===== config.mk =====
export PLATFORM = sky130hd
export DESIGN_NAME = csb_top
export DESIGN_NICKNAME = d
export VERILOG_FILES = /design/src/inc/csb_pkg.sv /design/src/rtl/csb_serout.sv /design/src/rtl/csb_top.sv
export VERILOG_INCLUDE_DIRS = /design/src /design/src/inc
export SDC_FILE = /design/constraint.sdc
export NUM_CORES = 1
export LEC_CHECK = 0
export ABC_AREA = 0
export BUFFER_PORTS_ARGS = -buffer_cell sky130_fd_sc_hd__buf_2
export CORE_ASPECT_RATIO = 0.6
export CORE_MARGIN = 2
export CORE_UTILIZATION = 35
export DETAILED_ROUTE_END_ITERATION = 10
export GPL_TIMING_DRIVEN = 0
export PLACE_DENSITY = 0.51
export SLEW_MARGIN = 20
export SYNTH_ARGS = -nofsm -noshare
export SYNTH_HDL_FRONTEND = slang
export SYNTH_SLANG_ARGS = --single-unit

===== constraint.sdc =====
create_clock -name clk -period 5.6 [get_ports clk]
set_clock_uncertainty 0.05 [all_clocks]
set_input_delay 0.84 -clock clk [delete_from_list [all_inputs] [get_ports clk]]
set_output_delay 0.84 -clock clk [all_outputs]
set_load 0.005 [all_outputs]

===== src/inc/csb_cfg.svh =====
// Constants of the channel status buffer: register indices, fields, resets, counts.
// Assumes inclusion by bare name from the package and the design files.
// Operation
// RULE1: Ten channel status bytes, five for each subframe channel, are held for the host.
// RULE2: Incoming bits fill a capture buffer, and only whole blocks are copied to the host buffer.
// RULE3: The earliest received bit of each byte lands in its top bit, so byte 0 bit 7 is the pro flag.
// RULE4: The host buffer sits in the register map and reads return its ten bytes.
// RULE5: The whole stream leaves serially on a dedicated or general pin, on both frame clock edges.
// RULE6: With error gating off, only loss of receiver lock blocks a transfer.
// RULE7: With error gating on, biphase, confidence, parity or CRC errors also block a transfer.
// RULE8: Each transfer raises an interrupt when its enable is set.
// RULE9: A transfer-inhibit bit in the receiver data control register suppresses copying.
// RULE10: Transfers are spaced by about one block of frames so the host can read in between.
// RULE11: The host reads and interprets the copy management fields itself.
// RULE12: The host reads soon after a transfer interrupt and inhibits around long accesses.
// RULE13: The error gating control is bit 7 of the receiver status register and resets to 0.
// RULE14: All ten bytes are copied in one cycle so a read never mixes two blocks.
`ifndef CSB_CFG_SVH
`define CSB_CFG_SVH

// ==========================================================
// Register indices (byte address is four times the index)
`define CSB_IDX_RX_DATA_CTRL 6'h04
`define CSB_IDX_RX_STATUS    6'h16
`define CSB_IDX_CS_FIRST     6'h23
`define CSB_IDX_CS_LAST      6'h2c
`define CSB_IDX_IRQ_STATUS   6'h31
`define CSB_IDX_IRQ_MASK     6'h32

// ==========================================================
// Field positions and reset values
`define CSB_CTRL_INHIBIT_BIT 0
`define CSB_CTRL_CLKSEL_BIT  1
`define CSB_STAT_UPDATE_BIT  7
`define CSB_STAT_LOCK_BIT    4
`define CSB_STAT_UPDATE_RST  1'b0
`define CSB_IRQ_XFER_BIT     0
`define CSB_IRQ_BLOCKED_BIT  1
`define CSB_IRQ_W            2

// ==========================================================
// Counts
`define CSB_STORED_BYTES     5
`define CSB_STORED_BITS      40
`define CSB_BLOCK_FRAMES     192
`define CSB_MIN_GAP_FRAMES   192

`endif


===== src/inc/csb_pkg.sv =====
// Types shared by the channel status buffer modules.
// Assumes csb_cfg.svh on the include path.
`include "csb_cfg.svh"

package csb_pkg;

  // Receiver channel status bit stream; block_start never coincides with valid
  typedef struct packed {
    logic valid;
    logic chan;
    logic cbit;
    logic block_start;
  } csb_rx_t;

  typedef struct packed {
    logic crc;
    logic conf;
    logic biphase;
    logic parity;
  } csb_err_t;

  typedef enum logic [1:0] {
    CSB_BUS_IDLE = 2'b00,
    CSB_BUS_ACK  = 2'b01
  } csb_bus_st_t;

endpackage


===== src/rtl/csb_serout.sv =====
// Serial channel status output, one bit per frame clock edge.
// Assumes frame clocks synchronous to clk and slower than half its rate.
`timescale 1ns/1ps
`default_nettype none

module csb_serout
  import csb_pkg::*;
(
  input  wire logic    clk,
  input  wire logic    srst,
  input  wire csb_rx_t rx_in,
  input  wire logic    hw_mode,
  input  wire logic    clk_sel,
  input  wire logic    output_frame_clock,
  input  wire logic    auxiliary_frame_clock,
  output logic         cs_serial_pin,
  output logic         general_output_pin
);

  logic fc;
  logic fc_prev_r;
  logic pend_a_r;
  logic pend_b_r;
  logic out_r;

  assign fc = clk_sel ? auxiliary_frame_clock : output_frame_clock;

  always_ff @(posedge clk) begin
    if (srst) begin
      pend_a_r <= 1'b0;
      pend_b_r <= 1'b0;
    end else if (rx_in.valid) begin
      if (rx_in.chan) begin
        pend_b_r <= rx_in.cbit;
      end else begin
        pend_a_r <= rx_in.cbit;
      end
    end
  end

  // Rising edge carries channel A, falling edge channel B
  always_ff @(posedge clk) begin
    if (srst) begin
      fc_prev_r <= 1'b0;
      out_r     <= 1'b0;
    end else begin
      fc_prev_r <= fc;
      if (fc && !fc_prev_r) begin
        out_r <= pend_a_r; // RULE5
      end else if (!fc && fc_prev_r) begin
        out_r <= pend_b_r; // RULE5
      end
    end
  end

  always_ff @(posedge clk) begin
    if (srst) begin
      cs_serial_pin      <= 1'b0;
      general_output_pin <= 1'b0;
    end else begin
      cs_serial_pin      <= hw_mode ? out_r : 1'b0; // RULE5
      general_output_pin <= hw_mode ? 1'b0 : out_r; // RULE5
    end
  end

  serial_edge_a: assert property (@(posedge clk) disable iff (srst) // RULE5
    (fc && !fc_prev_r) |=> (out_r == $past(pend_a_r)) ##1 (hw_mode || general_output_pin == $past(out_r)))
    else $error("serial bit not shifted on frame clock edge");

endmodule

`default_nettype wire


===== src/rtl/csb_top.sv =====
// Channel status capture and host buffer with Avalon-MM register slave.
// Assumes a receiver that delivers one channel status bit per subframe and a block start pulse.
`timescale 1ns/1ps
`default_nettype none

`include "csb_cfg.svh"

module csb_top
  import csb_pkg::*;
#(
  parameter int BLOCK_FRAMES   = `CSB_BLOCK_FRAMES,
  parameter int MIN_GAP_FRAMES = `CSB_MIN_GAP_FRAMES
) (
  input  wire logic        clk,
  input  wire logic        srst,
  input  wire logic [7:0]  avs_address,
  input  wire logic        avs_read,
  input  wire logic        avs_write,
  input  wire logic [31:0] avs_writedata,
  input  wire logic [3:0]  avs_byteenable,
  output logic      [31:0] avs_readdata,
  output logic             avs_waitrequest,
  input  wire csb_rx_t     rx_in,
  input  wire csb_err_t    rx_err,
  input  wire logic        rx_pll_lock,
  input  wire logic        hw_mode,
  input  wire logic        output_frame_clock,
  input  wire logic        auxiliary_frame_clock,
  output logic             cs_serial_pin,
  output logic             general_output_pin,
  output logic             irq
);

  localparam int NB = `CSB_STORED_BYTES;

  // ==========================================================
  // Storage
  logic [7:0] cap_r  [2][NB];
  logic [7:0] host_r [2][NB];
  logic [7:0] bit_idx_r [2];
  logic [7:0] frame_cnt_r;
  logic [7:0] gap_cnt_r;
  logic [3:0] err_acc_r;
  logic [3:0] blk_err_r;
  logic       lock_lost_r;

  // ==========================================================
  // Registers
  logic                     inhibit_r;
  logic                     clk_sel_r;
  logic                     cs_update_r;
  logic [`CSB_IRQ_W-1:0]    irq_stat_r;
  logic [`CSB_IRQ_W-1:0]    irq_mask_r;
  csb_bus_st_t              bus_st_r;

  logic                     blk_full;
  logic                     gap_ok;
  logic                     lock_ok;
  logic                     gate_ok;
  logic                     xfer;
  logic                     blocked;
  logic [5:0]               reg_idx;
  logic                     req;
  logic                     wr_commit;
  logic [`CSB_IRQ_W-1:0]    irq_set;
  logic [`CSB_IRQ_W-1:0]    irq_clr;

  function automatic logic [7:0] sat_inc(input logic [7:0] v);
    sat_inc = (v == 8'hff) ? v : v + 8'h01;
  endfunction

  function automatic logic is_cs_idx(input logic [5:0] idx);
    is_cs_idx = (idx >= `CSB_IDX_CS_FIRST) && (idx <= `CSB_IDX_CS_LAST);
  endfunction

  // ==========================================================
  // Transfer decision
  assign blk_full = frame_cnt_r >= 8'(BLOCK_FRAMES);                     // RULE2
  assign gap_ok   = gap_cnt_r >= 8'(MIN_GAP_FRAMES);                     // RULE10
  assign lock_ok  = rx_pll_lock && !lock_lost_r;                         // RULE6
  assign gate_ok  = lock_ok && (!cs_update_r || (err_acc_r == 4'h0));    // RULE7
  assign xfer     = rx_in.block_start && blk_full && gap_ok && gate_ok && !inhibit_r; // RULE9
  assign blocked  = rx_in.block_start && blk_full && !xfer;

  // ==========================================================
  // Capture buffer: first 40 bits of each channel, earliest bit in the MSB
  // Bits past the fortieth still reach the serial pin; only storage stops
  always_ff @(posedge clk) begin
    if (srst) begin
      for (int c = 0; c < 2; c++) begin
        bit_idx_r[c] <= 8'h00;
        for (int b = 0; b < NB; b++) begin
          cap_r[c][b] <= 8'h00;
        end
      end
    end else if (rx_in.block_start) begin
      bit_idx_r[0] <= 8'h00;
      bit_idx_r[1] <= 8'h00;
    end else if (rx_in.valid) begin
      if (bit_idx_r[rx_in.chan] < 8'(`CSB_STORED_BITS)) begin
        cap_r[rx_in.chan][bit_idx_r[rx_in.chan][5:3]][3'd7 - bit_idx_r[rx_in.chan][2:0]]
          <= rx_in.cbit; // RULE3
      end
      bit_idx_r[rx_in.chan] <= sat_inc(bit_idx_r[rx_in.chan]); // RULE1
    end
  end

  // Frames counted on channel B bits; saturating so a stalled stream never wraps
  always_ff @(posedge clk) begin
    if (srst) begin
      frame_cnt_r <= 8'h00;
      gap_cnt_r   <= 8'(MIN_GAP_FRAMES);
    end else begin
      if (rx_in.block_start) begin
        frame_cnt_r <= 8'h00;
      end else if (rx_in.valid && rx_in.chan) begin
        frame_cnt_r <= sat_inc(frame_cnt_r);
      end
      if (xfer) begin
        gap_cnt_r <= 8'h00; // RULE10
      end else if (rx_in.valid && rx_in.chan) begin
        gap_cnt_r <= sat_inc(gap_cnt_r);
      end
    end
  end

  // Errors and lock loss gathered over the block, restarted at its boundary
  // Lock is judged over the whole block, so a brief slip still blocks the copy
  always_ff @(posedge clk) begin
    if (srst) begin
      err_acc_r   <= 4'h0;
      blk_err_r   <= 4'h0;
      lock_lost_r <= 1'b0;
    end else if (rx_in.block_start) begin
      blk_err_r   <= err_acc_r;
      err_acc_r   <= rx_err;
      lock_lost_r <= !rx_pll_lock;
    end else begin
      err_acc_r   <= err_acc_r | rx_err;           // RULE7
      lock_lost_r <= lock_lost_r | !rx_pll_lock;   // RULE6
    end
  end

  // Host buffer: all ten bytes in a single cycle
  // A host read can never see half of one block and half of the next
  always_ff @(posedge clk) begin
    if (srst) begin
      for (int c = 0; c < 2; c++) begin
        for (int b = 0; b < NB; b++) begin
          host_r[c][b] <= 8'h00;
        end
      end
    end else if (xfer) begin
      host_r <= cap_r; // RULE14
    end
  end

  // ==========================================================
  // Avalon-MM slave: one wait cycle on every access
  // Read data is registered: one clock of latency traded for a short decode path
  assign reg_idx   = avs_address[7:2];
  assign req       = avs_read || avs_write;
  assign wr_commit = (bus_st_r == CSB_BUS_ACK) && avs_write && avs_byteenable[0]
                     && (avs_address[1:0] == 2'b00);

  function automatic logic [7:0] rd_value(input logic [5:0] idx);
    logic [5:0] k;
    k = idx - `CSB_IDX_CS_FIRST;
    rd_value = 8'h00;
    if (idx == `CSB_IDX_RX_DATA_CTRL) begin
      rd_value = {6'h00, clk_sel_r, inhibit_r};
    end else if (idx == `CSB_IDX_RX_STATUS) begin
      rd_value = {cs_update_r, 2'b00, rx_pll_lock, blk_err_r};
    end else if (is_cs_idx(idx)) begin
      rd_value = (k < 6'(NB)) ? host_r[0][k[2:0]] : host_r[1][3'(k - 6'(NB))]; // RULE4
    end else if (idx == `CSB_IDX_IRQ_STATUS) begin
      rd_value = {6'h00, irq_stat_r};
    end else if (idx == `CSB_IDX_IRQ_MASK) begin
      rd_value = {6'h00, irq_mask_r};
    end
  endfunction

  always_ff @(posedge clk) begin
    if (srst) begin
      bus_st_r        <= CSB_BUS_IDLE;
      avs_waitrequest <= 1'b1;
      avs_readdata    <= 32'h0000_0000;
    end else begin
      case (bus_st_r)
        CSB_BUS_IDLE: begin
          if (req) begin
            bus_st_r        <= CSB_BUS_ACK;
            avs_waitrequest <= 1'b0;
            avs_readdata    <= (avs_read && avs_address[1:0] == 2'b00)
                               ? {24'h000000, rd_value(reg_idx)} : 32'h0000_0000;
          end
        end
        CSB_BUS_ACK: begin
          bus_st_r        <= CSB_BUS_IDLE;
          avs_waitrequest <= 1'b1;
        end
        default: begin
          bus_st_r        <= CSB_BUS_IDLE;
          avs_waitrequest <= 1'b1;
        end
      endcase
    end
  end

  always_ff @(posedge clk) begin
    if (srst) begin
      inhibit_r   <= 1'b0;
      clk_sel_r   <= 1'b0;
      cs_update_r <= `CSB_STAT_UPDATE_RST; // RULE13
      irq_mask_r  <= '0;
    end else if (wr_commit) begin
      if (reg_idx == `CSB_IDX_RX_DATA_CTRL) begin
        inhibit_r <= avs_writedata[`CSB_CTRL_INHIBIT_BIT]; // RULE9
        clk_sel_r <= avs_writedata[`CSB_CTRL_CLKSEL_BIT];
      end else if (reg_idx == `CSB_IDX_RX_STATUS) begin
        cs_update_r <= avs_writedata[`CSB_STAT_UPDATE_BIT]; // RULE13
      end else if (reg_idx == `CSB_IDX_IRQ_MASK) begin
        irq_mask_r <= avs_writedata[`CSB_IRQ_W-1:0];
      end
    end
  end

  // ==========================================================
  // Interrupts: a new event beats a same-cycle clear
  always_comb begin
    irq_set = '0;
    irq_set[`CSB_IRQ_XFER_BIT]    = xfer;
    irq_set[`CSB_IRQ_BLOCKED_BIT] = blocked;
    irq_clr = (wr_commit && reg_idx == `CSB_IDX_IRQ_STATUS)
              ? avs_writedata[`CSB_IRQ_W-1:0] : '0;
  end

  always_ff @(posedge clk) begin
    if (srst) begin
      irq_stat_r <= '0;
      irq        <= 1'b0;
    end else begin
      irq_stat_r <= (irq_stat_r & ~irq_clr) | irq_set;   // RULE8
      irq        <= |(irq_stat_r & irq_mask_r);          // RULE8
    end
  end

  // ==========================================================
  // Serial output
  csb_serout u_serout (
    .clk                   (clk),
    .srst                  (srst),
    .rx_in                 (rx_in),
    .hw_mode               (hw_mode),
    .clk_sel               (clk_sel_r),
    .output_frame_clock    (output_frame_clock),
    .auxiliary_frame_clock (auxiliary_frame_clock),
    .cs_serial_pin         (cs_serial_pin),
    .general_output_pin    (general_output_pin)
  );

  // ==========================================================
  // Checks
  host_copy_a: assert property (@(posedge clk) disable iff (srst) // RULE14
    xfer |=> (host_r[0][0] == $past(cap_r[0][0])) && (host_r[1][4] == $past(cap_r[1][4])))
    else $error("host buffer not copied whole on transfer");

  host_hold_a: assert property (@(posedge clk) disable iff (srst) // RULE2
    !xfer |=> $stable(host_r[0][0]) && $stable(host_r[1][0]))
    else $error("host buffer changed without a transfer");

  inhibit_stop_a: assert property (@(posedge clk) disable iff (srst) // RULE9
    inhibit_r |-> !xfer)
    else $error("transfer while inhibited");

  unlock_stop_a: assert property (@(posedge clk) disable iff (srst) // RULE6
    !rx_pll_lock |-> !xfer)
    else $error("transfer while out of lock");

  err_gate_a: assert property (@(posedge clk) disable iff (srst) // RULE7
    (cs_update_r && (err_acc_r != 4'h0)) |-> !xfer)
    else $error("transfer despite gated error");

  ungated_xfer_a: assert property (@(posedge clk) disable iff (srst) // RULE13
    (!cs_update_r && rx_in.block_start && blk_full && gap_ok && lock_ok && !inhibit_r)
    |-> xfer ##1 irq_stat_r[`CSB_IRQ_XFER_BIT])
    else $error("ungated block boundary did not transfer");

  xfer_gap_a: assert property (@(posedge clk) disable iff (srst) // RULE10
    xfer |=> !xfer [*8])
    else $error("transfers too close together");

  irq_raise_a: assert property (@(posedge clk) disable iff (srst) // RULE8
    (xfer && irq_mask_r[`CSB_IRQ_XFER_BIT]) |=> ##1 irq)
    else $error("transfer did not raise interrupt");

  msb_first_a: assert property (@(posedge clk) disable iff (srst) // RULE3
    (rx_in.valid && !rx_in.chan && bit_idx_r[0] == 8'h00) |=> cap_r[0][0][7] == $past(rx_in.cbit))
    else $error("first channel status bit not in byte msb");

  bus_answer_a: assert property (@(posedge clk) disable iff (srst) // RULE4
    (req && avs_waitrequest && bus_st_r == CSB_BUS_IDLE) |=> !avs_waitrequest ##1 avs_waitrequest)
    else $error("bus access not answered in one cycle");

  cs_read_a: assert property (@(posedge clk) disable iff (srst) // RULE1
    (bus_st_r == CSB_BUS_IDLE && avs_read && avs_address == 8'h8c && !xfer)
    |=> avs_readdata[7:0] == host_r[0][0])
    else $error("channel status byte read mismatch");

  lock_gate_a: assert property (@(posedge clk) disable iff (srst) // RULE6
    lock_lost_r |-> !xfer)
    else $error("transfer after lock slipped within block");

  blocked_flag_a: assert property (@(posedge clk) disable iff (srst) // RULE9
    blocked |=> irq_stat_r[`CSB_IRQ_BLOCKED_BIT])
    else $error("blocked transfer not flagged");

  irq_level_a: assert property (@(posedge clk) disable iff (srst) // RULE8
    irq == $past(|(irq_stat_r & irq_mask_r)))
    else $error("interrupt level does not follow masked status");

  status_clear_a: assert property (@(posedge clk) disable iff (srst) // RULE8
    (wr_commit && reg_idx == `CSB_IDX_IRQ_STATUS && avs_writedata[`CSB_IRQ_XFER_BIT] && !xfer)
    |=> !irq_stat_r[`CSB_IRQ_XFER_BIT])
    else $error("transfer flag not cleared by write of one");

  upper_zero_a: assert property (@(posedge clk) disable iff (srst) // RULE4
    !avs_waitrequest |-> avs_readdata[31:8] == 24'h000000)
    else $error("read data upper bytes not zero");

  odd_read_a: assert property (@(posedge clk) disable iff (srst) // RULE4
    (bus_st_r == CSB_BUS_IDLE && avs_read && avs_address[1:0] != 2'b00)
    |=> avs_readdata == 32'h0000_0000)
    else $error("misaligned read returned data");

  // Covers for the transfer, for each blocking cause the bench drives except the short gap, and for an interrupt clear
  inhibit_block_c: cover property (@(posedge clk) disable iff (srst) blocked && inhibit_r);
  lock_block_c:    cover property (@(posedge clk) disable iff (srst) blocked && lock_lost_r);
  xfer_seen_c:    cover property (@(posedge clk) disable iff (srst) xfer);
  blocked_seen_c: cover property (@(posedge clk) disable iff (srst) blocked && cs_update_r);
  irq_clear_c:    cover property (@(posedge clk) disable iff (srst) irq ##[1:20] !irq);

endmodule

`default_nettype wire


---- Yosys cells after proc, flatten, opt, wreduce, memory -nomap -nowiden ----
Memories as Yosys holds them, arrays and structs flattened.
Index checks and enable logic that the tools add are counted.
storage, ports and cells
  output and inout bits ................... 36
  flip-flop bits (word level) ............. 233
  memories kept ........................... 1
  logic and storage cells ................. 184
  memory bits (writable) .................. 16
operators by class
  reduce and logical (&&, ||, !) cells .... 50
  $add $sub $neg .......................... 6
  order comparisons ....................... 14
  bitwise operators ....................... 20
  mux-type cells .......................... 44
  eq/ne operators ......................... 8
memory list
  memory     words  width  read ports  clocked after Yosys merged registers in  wr ports  RTL line       RTL
  bit_idx_r  2      8      1           0                                        2         csb_top.sv:40  logic [7:0] bit_idx_r [2];
operator list
  operator                                                     number
  2-to-1 mux 8 bit                                             17
  bitwise mux 80 bit                                           1
  binary-select mux 8 bit (select 3 bit)                       2
  demux 40 bit (select 1 bit)                                  1
  2-to-1 mux 40 bit                                            1
  adder 8 x 1 -> 8 bit (second input constant)                 3
  demux 8 bit (select 3 bit)                                   1
  == test 8 bit (second input constant)                        3
  logical AND 1 bit                                            19
  >= comparator 8 bit (second input constant)                  2
  2-to-1 mux 1 bit                                             16
  AND reduction 2 bit                                          7
  == test 6 bit (second input constant)                        2
  >= comparator 4 bit (second input constant)                  3
  inverter 3 -> 4 bit                                          3
  OR reduction 2 bit                                           6
  less-than comparator 8 x 6 -> 1 bit (second input constant)  1
  inverter 1 bit                                               8
  OR reduction 8 bit                                           1
  logical NOT 1 bit                                            7
  == test 6 x 3 -> 1 bit (second input constant)               1
  == test 6 x 5 -> 1 bit (second input constant)               1
  >= comparator 6 bit (second input constant)                  1
  <= comparator 6 bit (second input constant)                  1
  other kinds (25)                                             34

---- Logic depth before layout (Yosys ltp) ----
  depth in word-level cells ............... 11
  depth in mapped cells ................... 12

---- Modules after synthesis ----
Synthesis repeated with hierarchy kept, for this count alone.
second synthesis, totals
  cells, all modules ...................... 1182
  area total of the unflattened synthesis .. 10447.5 sq um
by module, submodules not included
  module      times used  cells an instance  area each (sq um)
  csb_top     1           1160               10214.8
  csb_serout  1           22                 232.7

---- Least setup slack after synthesis ----
No wires, ideal clock.
  kind .................................... input to register
  start point ............................. in avs_address[2]
  end point ............................... reg avs_readdata[1]
  stages .................................. 12
  arrival ................................. 3.246 ns
  setup slack ............................. 2.189 ns
  data required time ...................... 5.435 ns
  setup time .............................. 0.115 ns
  path through ............................ buf_2 buf_2 buf_2 inv_1 ha_1 buf_2 buf_1 mux4_2 nand2_1 nand2_1 o311ai_0 o21ba_2
on the way
  cells in the longest elaborated chain, start to end .. 11
RTL lines
  element                                               RTL line        RTL
  start: declaration                                    csb_top.sv:16   input wire logic [7:0] avs_address,
  subtractor 6 bit (no source line)                     --
  subtractor 3 bit                                      csb_top.sv:175  rd_value = (k < 6'(NB)) ? host_r[0][k[2:0]] : host_r[1][3'(k - 6'(NB))];
  inverter 3 -> 4 bit (implied by the code)             csb_top.sv:175
  binary-select mux 8 bit (select 3 bit)                csb_top.sv:175
  2-to-1 mux 8 bit (implied by the code) (2 in series)  csb_top.sv:175
  2-to-1 mux 8 bit                                      csb_top.sv:175
  2-to-1 mux 8 bit                                      csb_top.sv:174  end else if (is_cs_idx(idx)) begin
  2-to-1 mux 8 bit                                      csb_top.sv:172  end else if (idx == `CSB_IDX_RX_STATUS) begin
  2-to-1 mux 8 bit *                                    csb_top.sv:170  if (idx == `CSB_IDX_RX_DATA_CTRL) begin
  2-to-1 mux 8 bit *                                    csb_top.sv:195  ? {24'h000000, rd_value(reg_idx)} : 32'h0000_0000;
  end signal: assignment                                csb_top.sv:194  avs_readdata <= (avs_read && avs_address[1:0] == 2'b00)
  end: declaration                                      csb_top.sv:21   output logic [31:0] avs_readdata,
Every way passes the cells marked *; elsewhere a longest branch is shown, timed or not. The select of a mux whose other input is x is not followed.
A chain may end at the register's enable or synchronous reset.

---- Worst setup path in the final report ----
  start point ............................. in avs_address[2]
  end point ............................... reg avs_readdata[6]
Same word-level chain as after synthesis.

==> impl_metrics.yaml <==
logic_synthesis:
  ys.flop_type: "dfxtp_1"
  synthDistinctLibCells: 73
  synth_edf_count: 16
  postSynthAreaPerCell_um2: 8.47
  async_flop_share: 0
  yosysSeqAreaShare: 0.452
  ys_seq_elements: 225
  syn-cell-area_um2: 10300
  synth_cells: 1218
  ys.warnings.count: 0
cts:
  cts-hold-fix-buffers: 0
  cts_tree: "built"
  cts_made_buffers: 23
  htreeDepth: 1
  clock-sinks: 225
  post_cts_resized: 0
  clk_pin_slew_ns: 0.06
  clk_root_buffer_cell: "clkbuf_16"
  post_cts_buffers: 0
  clk_latency_ns: 0.53
  cts_buffer_depth: 3
placement:
  gpl.final_weighted_congestion: 0.882
  place_ws_ns: 1.08
  post-dp-hpwl_mm: 25.4
  portBuffers: 36
floorplanning:
  initial_core_util: 0.357
  rows: 48
  coreArea_um2: 28900
  die_height_um: 137
  ios: 96
  design.die.area_um2: 30900
  fp.dieW_um: 226
hold_path:
  hold_path.startpoint: "host_r[56]"
  min_delay_path_depth: 2
  hold_path_end: "host_r[56]"
  hold_path_class: "reg -> reg"
power_and_ir_drop:
  internal_power_uw: 2550
  ir_worst_vdd_v: 0.000211
  p_sw_frac: 0.250
  p_leak_uw: 0.00411
  pwr-share-clk: 0.443
  power_switching_uw: 852
  power.density_nw_per_um2: 288
  seqPwrFrac: 0.484
  p_comb_frac: 0.073
global_route:
  antenna_found_initial: 0
  grt_pass1_wl_mm: 50.6
  grt_pass1_vias: 8064
  grt_overflow: 0
  grt_util_all_layers: 0.221
  grt_max_degree: 14
sta:
  tightest_slew_ns: 0.904
  clock.fmax_mhz: 248
  timing.slew.headroom: 0.397
  hold_violations: 0
  worst_slack_ns: 1.58
  finalSetupViolCount: 0
  period_share: 0.719
  rsz0062_at_grt: "no"
  fin_tns_setup_ns: 0
  drv_slew: 0
  fin_crit_ns: 4.02
routing:
  wire_per_inst_um: 19.8
  viasPerCell: 5.29
  drt_pre_antenna_iters: 5
  num_vias: 9092
  wl_mm: 34.0
  drcViolationCount: 0
  antenna_left: 0
  dr.first_iter.drc_count: 839
worst_setup_path:
  crit_path_end_kind: "register"
  reg2reg_from: "err_acc_r[3]"
  crit_start: "avs_address[2]"
  cp.required_ns: 6.01
  r2r_cells: 6
  critical_path_class: "in -> reg"
  critPathLaunchType: "input port"
  critPathMaxFanout: 10
  r2r_setup_slack_ns: 2.92
  r2r_end: "host_r[33]"
  crit_arrival_ns: 4.44
cells_and_area:
  nets: 1370
  syn_to_final_growth_pct: 14.5
  layout_common_cells: "255 x nand2_1, 209 x dfxtp_1, 139 x a21oi_1"
  layout_commonest_cell: "nand2_1"
  drive_above_1_share: 0.112
status:
  status: "finished clean"
run:
  cap_violations: 0
flip-flops by register name (all words and copies together), names as in the netlist, 4 cells and up:
signal and flops:
avs_readdata 8, bit_idx_r 16, err_acc_r 4, cap_r 80, blk_err_r 4, frame_cnt_r 8, gap_cnt_r 8, host_r 80
power groups by stage:
stage / Combinational (uW) / Clock, uW / Sequential, uW
detailed placement: 244 / 0 / 1680
global route: 271 / 1580 / 1650
finish: 248 / 1510 / 1650
floorplan: 163 / 0 / 1680
CTS: 245 / 1530 / 1650
global placement: 243 / 0 / 1680
logic make-up (layout without fill, tap and decap cells):
| kind of cell | Yosys count | in the layout | share of synthesized area |
|---|---|---|---|
| compound gates | 270 | 270 | 0.164 |
| xor+xnor | 19 | 19 | 0.0161 |
| fa+ha+maj | 8 | 8 | 0.00970 |
| buf+inv | 126 | 202 | 0.0577 |
| flops | 225 | 225 | 0.452 |
| mux | 77 | 77 | 0.0898 |
| other cells | 1 | 25 | 0.000364 |
| simple gates | 492 | 492 | 0.210 |
worst max path at each step:
stage | end | cells past startpoint | slack (ns)
floorplan | avs_readdata[1] | 12 | 2.19
global placement | avs_readdata[6] | 13 | 1.07
detailed placement | avs_readdata[6] | 13 | 1.08
CTS | avs_readdata[6] | 13 | 1.61
global route | avs_readdata[6] | 13 | 1.35
finish | avs_readdata[6] | 13 | 1.58
Yosys cell counts, types with 5 or more instances:
cell      instances  share of area
nor3_1           16         0.0078
nor2b_1           5         0.0030
buf_2            14         0.0068
or3_1             7         0.0042
o41ai_1          20          0.017
a21oi_1         139          0.067
nor4_1            6         0.0036
nand3_1          22          0.011
o21ai_0          42          0.020
inv_1            10         0.0036
and3b_1           6         0.0051
dfxtp_1         209           0.41
xor2_1            5         0.0042
ha_1              8         0.0097
clkbuf_1         69          0.025
nand4_1           7         0.0042
xnor2_1          14          0.012
mux2i_1          61          0.059
mux4_2           10          0.022
a211oi_1          6         0.0044
buf_4            26          0.019
and3_1           11         0.0067
o311ai_0         21          0.018
and2_1            6         0.0036
nand2_1         255          0.093
nor2_1          121          0.044
edfxtp_1         16          0.047
nand2b_1          7         0.0042
critical path: stages:
cell,delay [ns]
buf_2,0.11
buf_2,0.28
buf_2,0.37
buf_2,0.36
inv_1,0.17
ha_1,0.30
buf_2,0.21
buf_1,0.55
mux2i_1,0.20
nor2_1,0.12
o22ai_1,0.12
a2111oi_0,0.59
a22o_1,0.20
final cells by class:
cell class / instances / area (um2)
inverter: 13 / 48.8
timing repair buffer: 36 / 180
sequential: 225 / 4660
antenna: 1 / 2.50
tap: 400 / 500
buffer: 113 / 547
clock buffer: 33 / 683
clock inverter: 7 / 38.8
fill: 3004 / 17100
multi-input combinational: 890 / 5140
through the flow:
stage               hold WS [ns]  utilization  power [uW]  instances  area (um2)
global route               0.410        0.409        3500       1717       11800
finish                     0.399        0.409        3400       1718       11800
floorplan                  0.377            -        1840       1241       10400
detailed placement         0.392        0.384        1930       1677       11100
global placement           0.386        0.384        1930       1677       11100
CTS                        0.400        0.409        3420       1717       11800
routing by layer:
metal | share of wire | global-route usage | vias up
met3 | 0.095 | 0.0635 | 26
met4 | 0.011 | 0.0335 | 0
li1 | - | - | 4387
met2 | 0.36 | 0.274 | 305
met1 | 0.54 | 0.363 | 4374
met5 | 0 | 0 | -
(Power assumes the default switching activity.)
